File: src/rtl/frsc_defs.svh
// Constants for the flash rewrite status and control block.
// Assumes an APB slave with 32-bit data and byte addresses.
`ifndef FRSC_DEFS_SVH
`define FRSC_DEFS_SVH
// Register indices; each word sits at four times its index
`define FRSC_STATUS_IDX  10'h1b2
`define FRSC_CTRL0_IDX   10'h1b4
`define FRSC_CMD_IDX     10'h1b8
`define FRSC_STATUS_ADDR {`FRSC_STATUS_IDX, 2'b00}
`define FRSC_CTRL0_ADDR  {`FRSC_CTRL0_IDX, 2'b00}
`define FRSC_CMD_ADDR    {`FRSC_CMD_IDX, 2'b00}
`define FRSC_ADDR_W      12
`define FRSC_B_RDY_EV    0
`define FRSC_B_ACC_ERR   1
`define FRSC_B_LOCK      2
`define FRSC_B_PRG_ERR   4
`define FRSC_B_ERS_ERR   5
`define FRSC_B_SUSP      6
`define FRSC_B_READY     7
`define FRSC_C_REWRITE   1
`define FRSC_C_MODE      2
`define FRSC_C_STOP      3
`define FRSC_C_ABORT     4
`define FRSC_C_CMDERR_EN 5
`define FRSC_C_ACCERR_EN 6
`define FRSC_C_RDY_EN    7
`define FRSC_OP_TIME     8'h20
`define FRSC_ABORT_TIME  8'h04
`define FRSC_STOP_TIME   8'h08
`define FRSC_CNT_ZERO    8'h00
`define FRSC_CNT_ONE     8'h01
`endif

File: src/rtl/frsc_pkg.sv
// Types for the flash rewrite status and control block.
// Assumes the constants header is included where numbers are needed.
package frsc_pkg;
    typedef enum logic [2:0] {
        FRSC_OP_NONE,
        FRSC_OP_PROGRAM,
        FRSC_OP_ERASE,
        FRSC_OP_LOCK_PROG,
        FRSC_OP_LOCK_READ,
        FRSC_OP_BLANK,
        FRSC_OP_CLEAR
    } frsc_op_t;
    typedef enum logic [1:0] {
        FRSC_ST_READY,
        FRSC_ST_BUSY,
        FRSC_ST_SUSPEND
    } frsc_state_t;
    typedef struct packed {
        logic fail;
        logic lock_state;
        logic data_area;
    } frsc_core_t;
endpackage

File: src/rtl/frsc_timer.sv
// Busy timer for the rewrite sequencer.
// Assumes a load pulse starts a countdown; done pulses when it expires.
`timescale 1ns/1ps
`include "frsc_defs.svh"
module frsc_timer (
    // Clock and reset
    input  wire logic       clk,
    input  wire logic       nrst,
    // Control
    input  wire logic       load,
    input  wire logic [7:0] count,
    // Status
    output logic            running,
    output logic            done
);
    logic [7:0] cnt_ff;
    logic       done_ff;

    always_ff @(posedge clk)
    begin
        if (!nrst)
            cnt_ff <= `FRSC_CNT_ZERO;
        else if (load)
            cnt_ff <= count;
        else if (cnt_ff != `FRSC_CNT_ZERO)
            cnt_ff <= cnt_ff - `FRSC_CNT_ONE;
    end

    always_ff @(posedge clk)
    begin
        if (!nrst)
            done_ff <= 1'b0;
        else
            done_ff <= !load && (cnt_ff == `FRSC_CNT_ONE);
    end

    assign running = (cnt_ff != `FRSC_CNT_ZERO);
    assign done    = done_ff;
endmodule

File: src/rtl/frsc_top.sv
// Status and control registers of the flash rewrite sequencer.
// Assumes an APB master on clk; flash array model is outside.
//
// The APB slave port was chosen for this implementation.
`timescale 1ns/1ps
`include "frsc_defs.svh"

module frsc_top (
    // Clock and reset
    input  wire logic                    clk,
    input  wire logic                    nrst,
    // APB slave
    input  wire logic                    psel,
    input  wire logic                    penable,
    input  wire logic                    pwrite,
    input  wire logic [11:0]             paddr,
    input  wire logic [31:0]             pwdata,
    output logic                         pready,
    output logic [31:0]                  prdata,
    output logic                         pslverr,
    // Flash core side
    input  wire frsc_pkg::frsc_core_t    core_in,
    input  wire logic                    suspend_req,
    input  wire logic                    busy_area_access,
    input  wire logic                    data_area_read,
    input  wire logic                    cmd_seq_error,
    // Flash side outputs
    output logic                         flash_low_power,
    output logic                         flash_read_block,
    output logic                         erase_write_mode_one,
    output logic                         read_data_undefined
);
    logic [7:0]            ctrl_ff;
    logic                  ready_ff;
    logic                  rdy_ev_ff;
    logic                  acc_err_ff;
    logic                  lock_ff;
    logic                  prg_err_ff;
    logic                  ers_err_ff;
    logic                  susp_ff;
    logic                  stop_ff;
    logic                  pready_ff;
    logic [31:0]           prdata_ff;
    logic                  pslverr_ff;
    logic                  undef_ff;
    logic                  prog_area_ff;
    frsc_pkg::frsc_state_t state_ff;
    frsc_pkg::frsc_op_t    op_ff;
    logic                  wr_acc;
    logic                  rd_acc;
    logic                  wr_status;
    logic                  wr_ctrl;
    logic                  wr_cmd;
    logic                  abort_go;
    logic                  stop_on;
    logic                  stop_off;
    logic                  start_cmd;
    logic                  tmr_load;
    logic [7:0]            tmr_count;
    logic                  tmr_running;
    logic                  tmr_done;
    logic                  busy_now;
    logic                  to_ready;
    logic                  cmd_err;
    logic                  nxt_ready;
    frsc_pkg::frsc_op_t    cmd_op;

    function automatic logic hit(input logic [11:0] a, input logic [11:0] r);
        hit = (a[11:2] == r[11:2]);
    endfunction

    assign wr_acc    = psel && penable && pwrite && !pready_ff;
    assign rd_acc    = psel && penable && !pwrite && !pready_ff;
    assign wr_status = wr_acc && hit(paddr, `FRSC_STATUS_ADDR);
    assign wr_ctrl   = wr_acc && hit(paddr, `FRSC_CTRL0_ADDR);
    assign wr_cmd    = wr_acc && hit(paddr, `FRSC_CMD_ADDR);
    assign cmd_op    = frsc_pkg::frsc_op_t'(pwdata[2:0]);
    assign busy_now  = (state_ff == frsc_pkg::FRSC_ST_BUSY);
    assign abort_go  = wr_ctrl && pwdata[`FRSC_C_ABORT]
        && ctrl_ff[`FRSC_C_REWRITE] && busy_now;
    assign stop_on   = wr_ctrl && pwdata[`FRSC_C_STOP] && !stop_ff
        && ctrl_ff[`FRSC_C_REWRITE] && ready_ff;
    assign stop_off  = stop_ff && (!ctrl_ff[`FRSC_C_REWRITE]
        || (wr_ctrl && !pwdata[`FRSC_C_STOP]));
    assign start_cmd = wr_cmd && ctrl_ff[`FRSC_C_REWRITE] && !stop_ff
        && ready_ff && (cmd_op != frsc_pkg::FRSC_OP_NONE)
        && (cmd_op != frsc_pkg::FRSC_OP_CLEAR);
    assign cmd_err   = (tmr_done && busy_now && core_in.fail) || cmd_seq_error;

    always_comb
    begin
        tmr_load  = 1'b0;
        tmr_count = `FRSC_OP_TIME;
        if (abort_go)
        begin
            tmr_load  = 1'b1;
            tmr_count = `FRSC_ABORT_TIME;
        end
        else if (stop_on || stop_off)
        begin
            tmr_load  = 1'b1;
            tmr_count = `FRSC_STOP_TIME;
        end
        else if (start_cmd || (state_ff == frsc_pkg::FRSC_ST_SUSPEND
            && !suspend_req))
            tmr_load = 1'b1;
    end

    frsc_timer u_timer (
        .clk     (clk),
        .nrst    (nrst),
        .load    (tmr_load),
        .count   (tmr_count),
        .running (tmr_running),
        .done    (tmr_done)
    );

    // Resume restarts the erase; the timer cannot hold its count
    always_ff @(posedge clk)
    begin
        if (!nrst)
            state_ff <= frsc_pkg::FRSC_ST_READY;
        else
            case (state_ff)
                frsc_pkg::FRSC_ST_READY:
                    if (tmr_load)
                        state_ff <= frsc_pkg::FRSC_ST_BUSY;
                frsc_pkg::FRSC_ST_BUSY:
                    if (abort_go)
                        state_ff <= frsc_pkg::FRSC_ST_BUSY;
                    else if (suspend_req
                        && op_ff == frsc_pkg::FRSC_OP_ERASE)
                        state_ff <= frsc_pkg::FRSC_ST_SUSPEND;
                    else if (tmr_done)
                        state_ff <= frsc_pkg::FRSC_ST_READY;
                frsc_pkg::FRSC_ST_SUSPEND:
                    if (start_cmd || !suspend_req)
                        state_ff <= frsc_pkg::FRSC_ST_BUSY;
                default:
                    state_ff <= frsc_pkg::FRSC_ST_READY;
            endcase
    end

    assign to_ready = busy_now && !abort_go
        && ((tmr_done && !tmr_load) || (suspend_req
        && op_ff == frsc_pkg::FRSC_OP_ERASE));

    always_ff @(posedge clk)
    begin
        if (!nrst)
            op_ff <= frsc_pkg::FRSC_OP_NONE;
        else if (abort_go || stop_on || stop_off)
            op_ff <= frsc_pkg::FRSC_OP_NONE;
        else if (start_cmd)
            op_ff <= cmd_op;
    end

    // Ready flag is 0 in busy, 1 in ready and suspend
    always_comb
    begin
        nxt_ready = 1'b1;
        if (tmr_load || (busy_now && !to_ready))
            nxt_ready = 1'b0;
        if (state_ff == frsc_pkg::FRSC_ST_SUSPEND && !suspend_req)
            nxt_ready = 1'b0;
    end

    always_ff @(posedge clk)
    begin
        if (!nrst)
            ready_ff <= 1'b1;
        else
            ready_ff <= nxt_ready;
    end

    always_ff @(posedge clk)
    begin
        if (!nrst)
            susp_ff <= 1'b0;
        else
            susp_ff <= (nxt_ready && suspend_req
                && (state_ff != frsc_pkg::FRSC_ST_READY)
                && op_ff == frsc_pkg::FRSC_OP_ERASE
                && !abort_go);
    end

    // Set wins over clear; only writing 0 clears
    always_ff @(posedge clk)
    begin
        if (!nrst)
            rdy_ev_ff <= 1'b0;
        else if (!ready_ff && nxt_ready && ctrl_ff[`FRSC_C_RDY_EN])
            rdy_ev_ff <= 1'b1;
        else if (wr_status && !pwdata[`FRSC_B_RDY_EV])
            rdy_ev_ff <= 1'b0;
    end

    always_ff @(posedge clk)
    begin
        if (!nrst)
            acc_err_ff <= 1'b0;
        else if ((busy_area_access && !ready_ff
            && ctrl_ff[`FRSC_C_ACCERR_EN])
            || (data_area_read && !ready_ff && prog_area_ff)
            || (cmd_err && ctrl_ff[`FRSC_C_CMDERR_EN]))
            acc_err_ff <= 1'b1;
        else if ((wr_status && !pwdata[`FRSC_B_ACC_ERR])
            || (wr_cmd && cmd_op == frsc_pkg::FRSC_OP_CLEAR))
            acc_err_ff <= 1'b0;
    end

    always_ff @(posedge clk)
    begin
        if (!nrst)
            prog_area_ff <= 1'b0;
        else if (start_cmd)
            prog_area_ff <= !core_in.data_area;
    end

    // Undefined read marker for the data area during program area rewrite
    always_ff @(posedge clk)
    begin
        if (!nrst)
            undef_ff <= 1'b0;
        else
            undef_ff <= data_area_read && !ready_ff && prog_area_ff;
    end

    always_ff @(posedge clk)
    begin
        if (!nrst)
            lock_ff <= 1'b1;
        else if (to_ready && (op_ff == frsc_pkg::FRSC_OP_LOCK_READ
            || op_ff == frsc_pkg::FRSC_OP_PROGRAM
            || op_ff == frsc_pkg::FRSC_OP_ERASE))
            lock_ff <= core_in.lock_state;
    end

    // Error flags hold until the next command or clear status
    always_ff @(posedge clk)
    begin
        if (!nrst)
            prg_err_ff <= 1'b0;
        else if (cmd_seq_error
            || (tmr_done && core_in.fail
            && op_ff == frsc_pkg::FRSC_OP_PROGRAM))
            prg_err_ff <= 1'b1;
        else if (start_cmd || (wr_cmd && cmd_op == frsc_pkg::FRSC_OP_CLEAR))
            prg_err_ff <= 1'b0;
    end

    always_ff @(posedge clk)
    begin
        if (!nrst)
            ers_err_ff <= 1'b0;
        else if (cmd_seq_error
            || (tmr_done && busy_now && core_in.fail
            && (op_ff == frsc_pkg::FRSC_OP_ERASE
            || op_ff == frsc_pkg::FRSC_OP_BLANK)))
            ers_err_ff <= 1'b1;
        else if (start_cmd || (wr_cmd && cmd_op == frsc_pkg::FRSC_OP_CLEAR))
            ers_err_ff <= 1'b0;
    end

    // Abort bit is never stored, so it always reads 0
    always_ff @(posedge clk)
    begin
        if (!nrst)
            ctrl_ff <= 8'h00;
        else if (wr_ctrl)
            ctrl_ff <= pwdata[7:0] & 8'he6;
    end

    always_ff @(posedge clk)
    begin
        if (!nrst)
            stop_ff <= 1'b0;
        else if (stop_on)
            stop_ff <= 1'b1;
        else if (stop_off)
            stop_ff <= 1'b0;
    end

    always_ff @(posedge clk)
    begin
        if (!nrst)
        begin
            flash_low_power      <= 1'b0;
            flash_read_block     <= 1'b0;
            erase_write_mode_one <= 1'b0;
            read_data_undefined  <= 1'b0;
        end
        else
        begin
            flash_low_power      <= stop_ff;
            flash_read_block     <= stop_ff || (tmr_running
                && !ready_ff);
            erase_write_mode_one <= ctrl_ff[`FRSC_C_MODE];
            read_data_undefined  <= undef_ff;
        end
    end

    // APB: one wait state, every access answers
    always_ff @(posedge clk)
    begin
        if (!nrst)
        begin
            pready_ff  <= 1'b0;
            prdata_ff  <= 32'h0;
            pslverr_ff <= 1'b0;
        end
        else
        begin
            pready_ff  <= psel && penable && !pready_ff;
            pslverr_ff <= (wr_acc || rd_acc) && !hit(paddr,
                `FRSC_STATUS_ADDR) && !hit(paddr, `FRSC_CTRL0_ADDR)
                && !hit(paddr, `FRSC_CMD_ADDR);
            prdata_ff  <= 32'h0;
            if (rd_acc && hit(paddr, `FRSC_STATUS_ADDR))
                prdata_ff[7:0] <= {ready_ff, susp_ff, ers_err_ff,
                    prg_err_ff, 1'b0, lock_ff, acc_err_ff, rdy_ev_ff};
            else if (rd_acc && hit(paddr, `FRSC_CTRL0_ADDR))
                prdata_ff[7:0] <= {ctrl_ff[7:4], stop_ff, ctrl_ff[2:0]};
        end
    end

    assign pready  = pready_ff;
    assign prdata  = prdata_ff;
    assign pslverr = pslverr_ff;

    ready_rise_a: assert property (@(posedge clk) disable iff (!nrst)
        (!ready_ff && nxt_ready && ctrl_ff[`FRSC_C_RDY_EN])
        |=> rdy_ev_ff) else $error("ready event lost");
    ready_busy_a: assert property (@(posedge clk) disable iff (!nrst)
        start_cmd |=> !ready_ff) else $error("ready after start");
    acc_set_a: assert property (@(posedge clk) disable iff (!nrst)
        (cmd_seq_error && ctrl_ff[`FRSC_C_CMDERR_EN]) |=> acc_err_ff)
        else $error("command error not flagged");
    no_set_a: assert property (@(posedge clk) disable iff (!nrst)
        (!rdy_ev_ff && wr_status && ready_ff && !to_ready) |=> !rdy_ev_ff)
        else $error("software set event flag");
    abort_ready_a: assert property (@(posedge clk) disable iff (!nrst)
        abort_go |-> ##[1:8] ready_ff) else $error("abort too slow");
    stop_gate_a: assert property (@(posedge clk) disable iff (!nrst)
        (wr_ctrl && !ctrl_ff[`FRSC_C_REWRITE]) |=> !stop_ff)
        else $error("stop without rewrite");
    err_seq_a: assert property (@(posedge clk) disable iff (!nrst)
        cmd_seq_error |=> prg_err_ff && ers_err_ff)
        else $error("error flags not set");
    mode_out_a: assert property (@(posedge clk) disable iff (!nrst)
        ##1 erase_write_mode_one == $past(ctrl_ff[`FRSC_C_MODE]))
        else $error("mode output wrong");
endmodule

File: config.mk
export PLATFORM = sky130hd
export DESIGN_NAME = frsc_top
export DESIGN_NICKNAME = d
export VERILOG_FILES = /design/src/rtl/frsc_pkg.sv /design/src/rtl/frsc_timer.sv /design/src/rtl/frsc_top.sv
export VERILOG_INCLUDE_DIRS = /design/src /design/src/rtl
export SDC_FILE = /design/constraint.sdc
export NUM_CORES = 1
export LEC_CHECK = 0
export BUFFER_PORTS_ARGS = -buffer_cell sky130_fd_sc_hd__buf_2
export CORE_MARGIN = 8
export CORE_UTILIZATION = 51
export CTS_CLUSTER_SIZE = 14
export DETAILED_ROUTE_END_ITERATION = 6
export GPL_ROUTABILITY_DRIVEN = 1
export PLACE_DENSITY = 0.85
export SLEW_MARGIN = 20
export SYNTH_ARGS = -nofsm -noshare
export SYNTH_HDL_FRONTEND = slang
export SYNTH_SLANG_ARGS = --single-unit
File: constraint.sdc
create_clock -name clk -period 5.4 [get_ports clk]
set_clock_uncertainty 0.05 [all_clocks]
set_input_delay 1.08 -clock clk [delete_from_list [all_inputs] [get_ports clk]]
set_output_delay 1.08 -clock clk [all_outputs]
set_load 0.02 [all_outputs]
==> results.py, run 1 <==
metrics = {
    "run_status": {
        "run_status": "completed",
    },
    "floorplanning": {
        "die_w_um": 81.75,
        "design.die.area_um2": 6682,
        "io_count": 94,
        "placeableCoreArea_um2": 4264,
        "die_h_um": 81.75,
        "placement_rows": 24,
        "initial_core_utilization": 0.5170,
    },
    "timing": {
        "slew_violations": 0,
        "final_critical_path_time_including_i_o_delays_and_setup_ns": 3.051,
        "finalHoldViolations": 0,
        "max-slew-margin-rel": 0.4720,
        "setup_slack_ns": 2.349,
        "period_share": 0.5650,
        "worst-slew-pin-transition_ns": 0.7860,
        "totalNegativeSetupSlack_ns": 0,
        "report.final.setup_viol": 0,
        "fmax_mhz": 327.8,
        "rsz0062_at_grt": "no",
    },
    "worst_setup_path": {
        "worst_path_max_delay_cell": "sky130_fd_sc_hd__nor4_1",
        "cp_data_arrival_time_ns": 3.25,
        "logic_depth_of_the_worst_setup_path_including_buffers": 6,
        "worst_setup_path_startpoint": "nrst",
        "criticalPathCategory": "primary input to register",
        "cp_data_required_time_ns": 5.60,
        "worstSetupEndpoint": "prdata[7]",
        "cp_num_buf_inv": 2,
        "crit_chain": "buf_2 > inv_1 > or3_1 > or2_2 > nor4_1 > a22o_1",
        "worst_r2r_path_depth": 5,
        "worst_path_largest_cell_delay_ns": 0.59,
        "r2r_setup_slack_ns": 3.23,
        "critical_path.top_delay_family": "simple AND/OR/NAND/NOR gates",
        "worst_r2r_endpoint": "lock_ff",
        "end_kind": "register",
        "crit_fanout": 17,
        "crit_path_start_kind": "primary input",
        "critical_path.reg2reg.startpoint": "pready",
    },
    "cts": {
        "clock_sink_count": 43,
        "numCtsBuffers": 5,
        "cts_htree_levels": 2,
        "post_cts_resized": 0,
        "worst_skew_pair.late_latency_ns": 0.30,
        "cts.path.max_buffers": 2,
        "post-cts-setup-buffers": 0,
        "root_buf_cell": "sky130_fd_sc_hd__clkbuf_8",
        "cts_hold_buffers": 0,
        "clock_tree_from_tritoncts": "done",
        "clock_transition_at_the_registers_of_the_reported_paths_ns": 0.09,
    },
    "power": {
        "leakage_nw": 1.015,
        "cellPowerDensity_nw_per_um2": 342.2,
        "vdd_ir_drop_max_v": 0.0003098,
    },
    "finish": {
        "nNetsFinal": 362,
        "fillCellCount": 384,
        "final_layout_size_suffix_gt1_frac": 0.2105,
        "antenna_cells": 0,
        "finished_layout_cell_area_um2": 2481,
        "syn2layout_area_growth_pct": 12.54,
    },
    "synthesis": {
        "synth.distinct_cells": 53,
        "netlist_top_cells_count": "sky130_fd_sc_hd__dfxtp_1 (43), sky130_fd_sc_hd__nand2_1 (30), sky130_fd_sc_hd__buf_4 (24)",
        "yosys.cell_count.top_type": "sky130_fd_sc_hd__dfxtp_1",
        "synth_area_per_cell_um2": 8.512,
        "synthArstFlopShare": 0,
        "ys_warn_count": 0,
        "post-synth-top-area-cell": "sky130_fd_sc_hd__dfxtp_1",
        "synth_edf_count": 0,
        "cell_count_after_synthesis": 259,
        "synth_ff_type": "sky130_fd_sc_hd__dfxtp_1",
        "synth.top_cells.by_area": "sky130_fd_sc_hd__dfxtp_1 (39%), sky130_fd_sc_hd__buf_4 (8.2%), sky130_fd_sc_hd__nand2_1 (5.1%)",
        "synth_top_cell_area_share": 0.3905,
        "post_synth_instance_area_um2": 2205,
        "number_of_storage_elements_in_the_synthesis_netlist": 43,
        "synth_seq_area_share": 0.3905,
    },
    "global_routing": {
        "grt_max_degree": 18,
        "vias_in_the_first_global_route": 1886,
        "wire_length_of_the_first_global_routing_pass_um": 8204,
        "groute.usage.overall": 0.1544,
        "grt_remaining_overflow": 0,
        "grt_antenna_before_repair": 0,
    },
    "route": {
        "drt_first_pass_iters": 4,
        "post-route-drc-count": 0,
        "postRouteWirelength_um": 5117,
        "wl_per_cell_um": 14.37,
        "route.vias.total": 1939,
        "antenna_violating_nets_post_route": 0,
        "post_drt_via_cell_ratio": 5.447,
        "drt-initial-drc-count": 134,
    },
    "flow_run": {
        "drv.max_cap_violation_count": 0,
    },
    "placement": {
        "detailedPlace.worstSlack_ns": 2.053,
        "gp_routability_congestion": 0.9355,
        "place_hpwl_um": 3977,
        "port-buffer-count": 43,
        "placement.cell_area_um2": 2369,
    },
    "worst_hold_path": {
        "holdCritPathClass": "register to register",
    },
}
registers in the layout, summed over array words and instances (netlist names):
name / count
rdy_ev_ff: 1
prog_area_ff: 1
ers_err_ff: 1
flash_low_power: 1
ready_ff: 1
pslverr: 1
state_ff: 2
acc_err_ff: 1
pready: 1
flash_read_block: 1
u_timer.cnt_ff: 8
prg_err_ff: 1
erase_write_mode_one: 1
lock_ff: 1
read_data_undefined: 1
undef_ff: 1
ctrl_ff: 5
u_timer.done: 1
stop_ff: 1
prdata: 8
susp_ff: 1
op_ff: 3
final cells by class:
| class | instances | area (µm²) | share of cell area |
|---|---|---|---|
| clock buffer | 5 | 68.82 | 0.02774 |
| clock inverter | 3 | 43.79 | 0.01765 |
| inverter | 9 | 33.78 | 0.01362 |
| multi-input combinational | 200 | 1186 | 0.4781 |
| sequential | 43 | 860.8 | 0.3469 |
| tap | 52 | 65.06 | 0.02622 |
| timing repair buffer | 44 | 222.7 | 0.08976 |
report_power, final:
| part | switching, W | internal, W | total [W] |
|---|---|---|---|
| sequential | 0.0000310 | 0.000349 | 0.000380 |
| clock | 0.000110 | 0.000138 | 0.000247 |
| combinational | 0.000127 | 0.0000937 | 0.000221 |
| total | 0.000268 | 0.000581 | 0.000849 |
routing by layer:
| layer | vias up | GRT usage | share of wire |
|---|---|---|---|
| li1 | 957 | - | - |
| met1 | 908 | 0.1743 | 0.39 |
| met2 | 67 | 0.2660 | 0.50 |
| met3 | 7 | 0.04595 | 0.093 |
| met4 | 0 | 0.06140 | 0.011 |
| met5 | - | 0 | 0 |
worst reg2reg max path: stages (launching register included):
cell and delay [ns]:
sky130_fd_sc_hd__dfxtp_1 0.33, sky130_fd_sc_hd__nand4b_1 0.36, sky130_fd_sc_hd__or4_4 0.65, sky130_fd_sc_hd__o22a_4 0.31, sky130_fd_sc_hd__a31o_1 0.22, sky130_fd_sc_hd__and3_1 0.17
how the worst min path moves through the flow:
stage / startpoint / end / slack, ns / cells after the start
floorplan: undef_ff / read_data_undefined / 0.36 / 1
CTS: prg_err_ff / prdata[4] / 0.41 / 1
global route: undef_ff / read_data_undefined / 0.42 / 1
detailed placement: prg_err_ff / prdata[4] / 0.39 / 1
global placement: undef_ff / read_data_undefined / 0.37 / 1
finish: prg_err_ff / prdata[4] / 0.40 / 1
metrics by stage:
step | cells | utilization | total power (W) | hold WS, ns
after floorplan | 282 | - | 0.0005716 | 0.3619
after global placement | 348 | 0.5555 | 0.0005994 | 0.3691
after detailed placement | 348 | 0.5555 | 0.0006080 | 0.3886
after CTS | 356 | 0.5819 | 0.0008543 | 0.4105
after global routing | 356 | 0.5819 | 0.0009053 | 0.4220
final | 356 | 0.5819 | 0.0008490 | 0.4042
cell families after synthesis:
logic type               count (synthesis)  share of synthesized area
AO/OA/AOI/OAI                           58                     0.1782
XOR/XNOR                                10                    0.03973
adder cells (fa/ha/maj)                  3                    0.01703
buffers and inverters                   39                     0.1107
flip-flops                              43                     0.3905
multiplexers                             1                   0.004540
other                                    1                   0.001701
AND/OR/NAND/NOR                        104                     0.2577
cells in the final DEF (no fill, tap or decap), types with 4 or more instances in the layout:
cell type,count
sky130_fd_sc_hd__a211oi_1,4
sky130_fd_sc_hd__conb_1,24
sky130_fd_sc_hd__a22o_1,4
sky130_fd_sc_hd__nand3_1,7
sky130_fd_sc_hd__a21oi_1,17
sky130_fd_sc_hd__nor3_1,8
sky130_fd_sc_hd__nand2b_1,4
sky130_fd_sc_hd__and2_1,6
sky130_fd_sc_hd__nand4b_1,4
sky130_fd_sc_hd__xor2_1,6
sky130_fd_sc_hd__nor2_1,18
sky130_fd_sc_hd__dfxtp_1,43
sky130_fd_sc_hd__buf_2,43
sky130_fd_sc_hd__clkbuf_8,5
sky130_fd_sc_hd__nand2_1,30
sky130_fd_sc_hd__inv_1,9
sky130_fd_sc_hd__nor4_1,4
sky130_fd_sc_hd__o21ai_0,12
sky130_fd_sc_hd__xnor2_1,4
No activity file was read; power rests on OpenSTA's default activity.
==> inputs of run 2 (changes only) <==
- CORE_UTILIZATION: 51 -> 47
- PLACE_DENSITY: 0.85 -> 0.79
- clock period: 5.4 -> 2.9 ns (I/O delays scaled with it)
==> run 2 against run 1 <==
Against the previous run:
- wire length increased by 1.1%
- clock power grew 50%
- count of clock-buffer cells in the layout rose by 1
- hold slack worse by 0.017 ns
==> results.py, run 2 (same netlist as run 1, synthesis figures left out) <==
metrics = {
    "route": {
        "route.vias.total": 1899,
        "drt-initial-drc-count": 113,
        "antenna_violating_nets_post_route": 0,
        "postRouteWirelength_um": 5172,
        "post_drt_via_cell_ratio": 5.260,
        "post-route-drc-count": 0,
        "wl_per_cell_um": 14.33,
        "drt_first_pass_iters": 4,
    },
    "global_routing": {
        "vias_in_the_first_global_route": 1872,
        "grt_remaining_overflow": 0,
        "grt_antenna_before_repair": 0,
        "groute.usage.overall": 0.1451,
        "wire_length_of_the_first_global_routing_pass_um": 8535,
        "grt_max_degree": 18,
    },
    "flow_run": {
        "drv.max_cap_violation_count": 0,
    },
    "cts": {
        "post_cts_resized": 0,
        "root_buf_cell": "sky130_fd_sc_hd__clkbuf_8",
        "numCtsBuffers": 5,
        "clock_tree_from_tritoncts": "done",
        "cts_htree_levels": 2,
        "clock_transition_at_the_registers_of_the_reported_paths_ns": 0.08,
        "post-cts-setup-buffers": 0,
        "clock_sink_count": 43,
        "worst_skew_pair.late_latency_ns": 0.30,
        "cts.path.max_buffers": 2,
        "cts_hold_buffers": 0,
    },
    "timing": {
        "rsz0062_at_grt": "no",
        "setup_slack_ns": 0.6076,
        "slew_violations": 0,
        "finalHoldViolations": 0,
        "worst-slew-pin-transition_ns": 0.5513,
        "final_critical_path_time_including_i_o_delays_and_setup_ns": 2.292,
        "fmax_mhz": 436.2,
        "totalNegativeSetupSlack_ns": 0,
        "period_share": 0.7905,
        "report.final.setup_viol": 0,
        "max-slew-margin-rel": 0.6273,
    },
    "placement": {
        "detailedPlace.worstSlack_ns": 0.3133,
        "gp_routability_congestion": 0.9711,
        "port-buffer-count": 43,
        "place_hpwl_um": 3943,
    },
    "power": {
        "leakage_nw": 1.014,
        "vdd_ir_drop_max_v": 0.0005036,
        "pwr-share-clk": 0.249,
        "netSwitchingFraction": 0.3336,
        "fraction_of_power_consumed_by_combinational_cells": 0.277,
        "switching_power_w": 0.0004977,
        "cell_internal_pwr_w": 0.0009943,
        "power.share.sequential": 0.475,
        "cellPowerDensity_nw_per_um2": 601.9,
    },
    "floorplanning": {
        "die_w_um": 84.49,
        "placeableCoreArea_um2": 4629,
        "die_h_um": 84.49,
        "design.die.area_um2": 7139,
        "io_count": 94,
        "placement_rows": 25,
        "initial_core_utilization": 0.4762,
    },
    "worst_setup_path": {
        "critical_path.reg2reg.startpoint": "pready",
        "crit_path_start_kind": "primary input",
        "end_kind": "register",
        "worst_r2r_path_depth": 5,
        "r2r_setup_slack_ns": 0.71,
        "criticalPathCategory": "primary input to register",
        "cp_data_arrival_time_ns": 2.43,
        "worstSetupEndpoint": "lock_ff",
        "crit_fanout": 8,
        "worst_setup_path_startpoint": "paddr[3]",
        "cp_data_required_time_ns": 3.04,
        "worst_r2r_endpoint": "lock_ff",
    },
    "finish": {
        "final-seq-area_um2": 860.8,
        "final_cell_mix": "sky130_fd_sc_hd__dfxtp_1 (43), sky130_fd_sc_hd__buf_2 (43), sky130_fd_sc_hd__nand2_1 (30), sky130_fd_sc_hd__conb_1 (24), sky130_fd_sc_hd__nor2_1 (18)",
        "multi_input_comb_area_um2": 1186,
        "antenna_cells": 0,
        "nNetsFinal": 365,
        "fillCellCount": 448,
        "final_layout_size_suffix_gt1_frac": 0.2150,
        "syn2layout_area_growth_pct": 12.43,
    },
    "worst_hold_path": {
        "timing.hold.worst.start": "undef_ff",
        "holdCritPathClass": "register to register",
    },
    "run_status": {
        "run_status": "completed",
    },
}
==> run 2: cell types whose count changed in the layout (fill, tap and decap cells not counted) <==
cell,change
sky130_fd_sc_hd__buf_4,+3
sky130_fd_sc_hd__bufinv_16,-1
sky130_fd_sc_hd__clkbuf_1,+1
sky130_fd_sc_hd__clkinv_4,-1
sky130_fd_sc_hd__clkinvlp_4,+1
==> run 2: how the worst min path moves through the flow <==
stage / end / slack [ns] / cells past startpoint
after floorplan: read_data_undefined / 0.36 / 1
after global routing: prdata[4] / 0.42 / 1
after global placement: read_data_undefined / 0.36 / 1
after CTS: read_data_undefined / 0.39 / 1
after detailed placement: read_data_undefined / 0.37 / 1
final: read_data_undefined / 0.39 / 1
==> run 2: area by class of cell <==
| class | instances | share of cell area |
|---|---|---|
| Multi-Input combinational cell | 200 | 0.4785 |
| Tap cell | 54 | 0.02726 |
| Timing Repair Buffer | 47 | 0.09894 |
| Clock inverter | 2 | 0.005048 |
| Sequential cell | 43 | 0.3473 |
| Clock buffer | 6 | 0.02928 |
| Inverter | 9 | 0.01363 |
==> run 2: critical path, stage by stage <==
cell                     delay [ns]
sky130_fd_sc_hd__buf_2         0.13
sky130_fd_sc_hd__or3b_4        0.42
sky130_fd_sc_hd__or4_4         0.60
sky130_fd_sc_hd__o22a_4        0.31
sky130_fd_sc_hd__a31o_1        0.22
sky130_fd_sc_hd__and3_1        0.17
==> run 2: per-stage QoR <==
stage	hold WS, ns	util	power [W]	std cells	area [µm²]
2_1_floorplan	0.3619	-	0.001064	282	2291
3_3_place_gp	0.3644	0.5170	0.001120	353	2394
3_5_place_dp	0.3718	0.5170	0.001127	353	2394
4_1_cts	0.3902	0.5354	0.001498	361	2479
5_1_grt	0.4199	0.5354	0.001580	361	2479
6_report	0.3869	0.5354	0.001492	361	2479
==> run 2: power groups by stage <==
stage	clock network (W)	logic, W	registers (W)
3_5_place_dp	0	0.000407	0.000720
2_1_floorplan	0	0.000354	0.000710
3_3_place_gp	0	0.000401	0.000720
6_report	0.000371	0.000413	0.000708
5_1_grt	0.000396	0.000465	0.000719
4_1_cts	0.000379	0.000411	0.000708
==> run 2: per-layer routing <==
metal / global-route usage / vias to the layer above / share of wire
met2: 0.2470 / 53 / 0.49
met3: 0.04683 / 7 / 0.067
met1: 0.1608 / 870 / 0.43
li1: - / 969 / -
met5: 0 / - / 0
met4: 0.06472 / 0 / 0.012
==> inputs of run 3 (changes only) <==
- CORE_UTILIZATION: 47 -> 43
- PLACE_DENSITY: 0.79 -> 0.76
- clock period: 2.9 -> 1.8 ns (I/O delays scaled with it)
==> run 3 against run 2 <==
Against the previous run:
- the run now ends with setup timing left
- non-clock buffer count is 46 higher
- flip-flop and latch count stayed put
- utilization is 6.8 points higher
- setup slack worse by 0.73 ns
- wire length is 17% higher
- combinational power is 110% higher
- clock power is 92% higher
- global-route usage is 1.1 points higher
- hold slack worse by 0.19 ns
- largest cell class unchanged
==> results.py, run 3 (same netlist as run 1, synthesis figures left out) <==
metrics = {
    "run_status": {
        "run_status": "complete, but fails checks",
        "violations_in_the_final_reports": "setup timing",
    },
    "worst_setup_path": {
        "criticalPathCategory": "primary input to register",
        "worst_r2r_endpoint": "state_ff[0]",
        "cp_data_required_time_ns": 1.93,
        "crit_fanout": 6,
        "critical_path.reg2reg.startpoint": "pready",
        "worst_r2r_path_depth": 7,
        "end_kind": "register",
        "r2r_setup_slack_ns": -0.06,
        "cp_data_arrival_time_ns": 2.05,
        "crit_path_start_kind": "primary input",
    },
    "timing": {
        "rsz0062_at_grt": "yes",
        "worst_hold_slack_ns": 0.1975,
        "slew_violations": 0,
        "final_critical_path_time_including_i_o_delays_and_setup_ns": 1.926,
        "max-slew-margin-rel": 0.6490,
        "period_share": 1.070,
        "setup_slack_ns": -0.1257,
        "totalNegativeSetupSlack_ns": -1.165,
        "fmax_mhz": 519.3,
        "report.final.setup_viol": 12,
        "worst-slew-pin-transition_ns": 0.5191,
        "finalHoldViolations": 0,
    },
    "finish": {
        "multi_input_comb_area_um2": 1333,
        "final-seq-area_um2": 862.1,
        "syn2layout_area_growth_pct": 37.91,
        "final_common_cell": "sky130_fd_sc_hd__buf_4",
        "fillCellCount": 423,
        "final_cell_mix": "sky130_fd_sc_hd__buf_4 (45), sky130_fd_sc_hd__dfxtp_1 (42), sky130_fd_sc_hd__buf_2 (41), sky130_fd_sc_hd__nand2_1 (26), sky130_fd_sc_hd__conb_1 (24)",
        "layout.core_utilization": 0.6030,
        "antenna_cells": 0,
        "nNetsFinal": 411,
        "finished_layout_cell_area_um2": 3040,
        "final_layout_size_suffix_gt1_frac": 0.3807,
    },
    "cts": {
        "cts_hold_buffers": 0,
        "cts_htree_levels": 2,
        "numCtsBuffers": 5,
        "cts.path.max_buffers": 2,
        "clock_transition_at_the_registers_of_the_reported_paths_ns": 0.08,
        "clock_sink_count": 43,
        "clock_tree_from_tritoncts": "done",
        "worst_skew_pair.late_latency_ns": 0.29,
        "root_buf_cell": "sky130_fd_sc_hd__clkbuf_8",
    },
    "global_routing": {
        "grt_max_degree": 17,
        "groute.usage.overall": 0.1558,
        "grt_remaining_overflow": 0,
        "wire_length_of_the_first_global_routing_pass_um": 9453,
        "vias_in_the_first_global_route": 2078,
        "grt_antenna_before_repair": 0,
    },
    "floorplanning": {
        "placement_rows": 26,
        "die_w_um": 87.61,
        "die_h_um": 87.61,
        "design.die.area_um2": 7675,
        "initial_core_utilization": 0.4372,
        "placeableCoreArea_um2": 5042,
        "io_count": 94,
    },
    "power": {
        "vdd_ir_drop_max_v": 0.001108,
        "leakage_nw": 1.325,
        "fin_total_pwr_w": 0.002706,
        "cellPowerDensity_nw_per_um2": 890.2,
    },
    "placement": {
        "port-buffer-count": 43,
        "gp_routability_congestion": 0.9023,
        "placement.cell_area_um2": 2770,
        "place_hpwl_um": 4579,
    },
    "worst_hold_path": {
        "whs_path_depth": 2,
        "holdCritPathClass": "primary input to register",
        "hold_path_end": "prog_area_ff",
        "timing.hold.worst.start": "core_in[0]",
    },
    "route": {
        "post-route-drc-count": 0,
        "post_drt_via_cell_ratio": 5.111,
        "drt_first_pass_iters": 4,
        "wl_per_cell_um": 14.32,
        "antenna_violating_nets_post_route": 0,
        "drt-initial-drc-count": 113,
        "postRouteWirelength_um": 6044,
        "route.vias.total": 2157,
    },
    "flow_run": {
        "drv.max_cap_violation_count": 0,
    },
}
==> run 3: cell types whose count changed in the layout (fill, tap and decap cells not counted), sizes merged <==
cell and change:
clkinv -1, clkinvlp -1, bufinv +1, buf +46
==> run 3: worst max-delay path by stage <==
stage	startpoint	end	slack, ns	cells after the start
floorplan	paddr[8]	lock_ff	-0.28	6
global placement	paddr[2]	u_timer.done	-0.36	6
detailed placement	paddr[4]	prog_area_ff	-0.41	8
CTS	paddr[11]	prog_area_ff	-0.11	8
global route	paddr[3]	prog_area_ff	-0.16	8
finish	paddr[3]	u_timer.cnt_ff[2]	-0.13	6
==> run 3: what timing repair did <==
action,4_1_cts,5_1_grt
resized for setup,13,21
pin swaps,10,13
setup buffers,2,2
setup endpoints to repair,19,31
==> run 3: final cells by class <==
class,instances,share of cell area
Clock buffer,6,0.02387
Clock inverter,1,0.009877
Inverter,9,0.01111
Multi-Input combinational cell,200,0.4383
Sequential cell,43,0.2835
Tap cell,70,0.02881
Timing Repair Buffer,93,0.2045
==> run 3: routing by layer <==
layer / vias up / part of all wire / wire length (µm) / global-route usage
met2: 85 / 0.50 / 3043 / 0.2727
met1: 1008 / 0.40 / 2418 / 0.1803
met5: - / 0 / 0 / 0
met4: 0 / 0.015 / 93 / 0.04063
met3: 11 / 0.081 / 489 / 0.04503
li1: 1053 / - / - / -
==> run 3: critical path, cell delays in order <==
cell and delay (ns):
sky130_fd_sc_hd__buf_6 0.09, sky130_fd_sc_hd__or3b_4 0.40, sky130_fd_sc_hd__or4_4 0.58, sky130_fd_sc_hd__o22a_4 0.29, sky130_fd_sc_hd__a31oi_2 0.25, sky130_fd_sc_hd__nor3_2 0.07
==> run 3: where the power goes <==
part,switching (W),internal [W],leakage [nW],total (W)
clock,0.000305,0.000407,0.0513,0.000712
sequential,0.0000984,0.00105,0.350,0.00115
combinational,0.000445,0.000403,0.924,0.000848
==> run 3: through the flow <==
step           cells  worst slack (ns)
2_1_floorplan    282           -0.2776
3_3_place_gp     412           -0.3566
3_5_place_dp     412           -0.4129
4_1_cts          421           -0.1113
5_1_grt          422           -0.1580
6_report         422           -0.1257
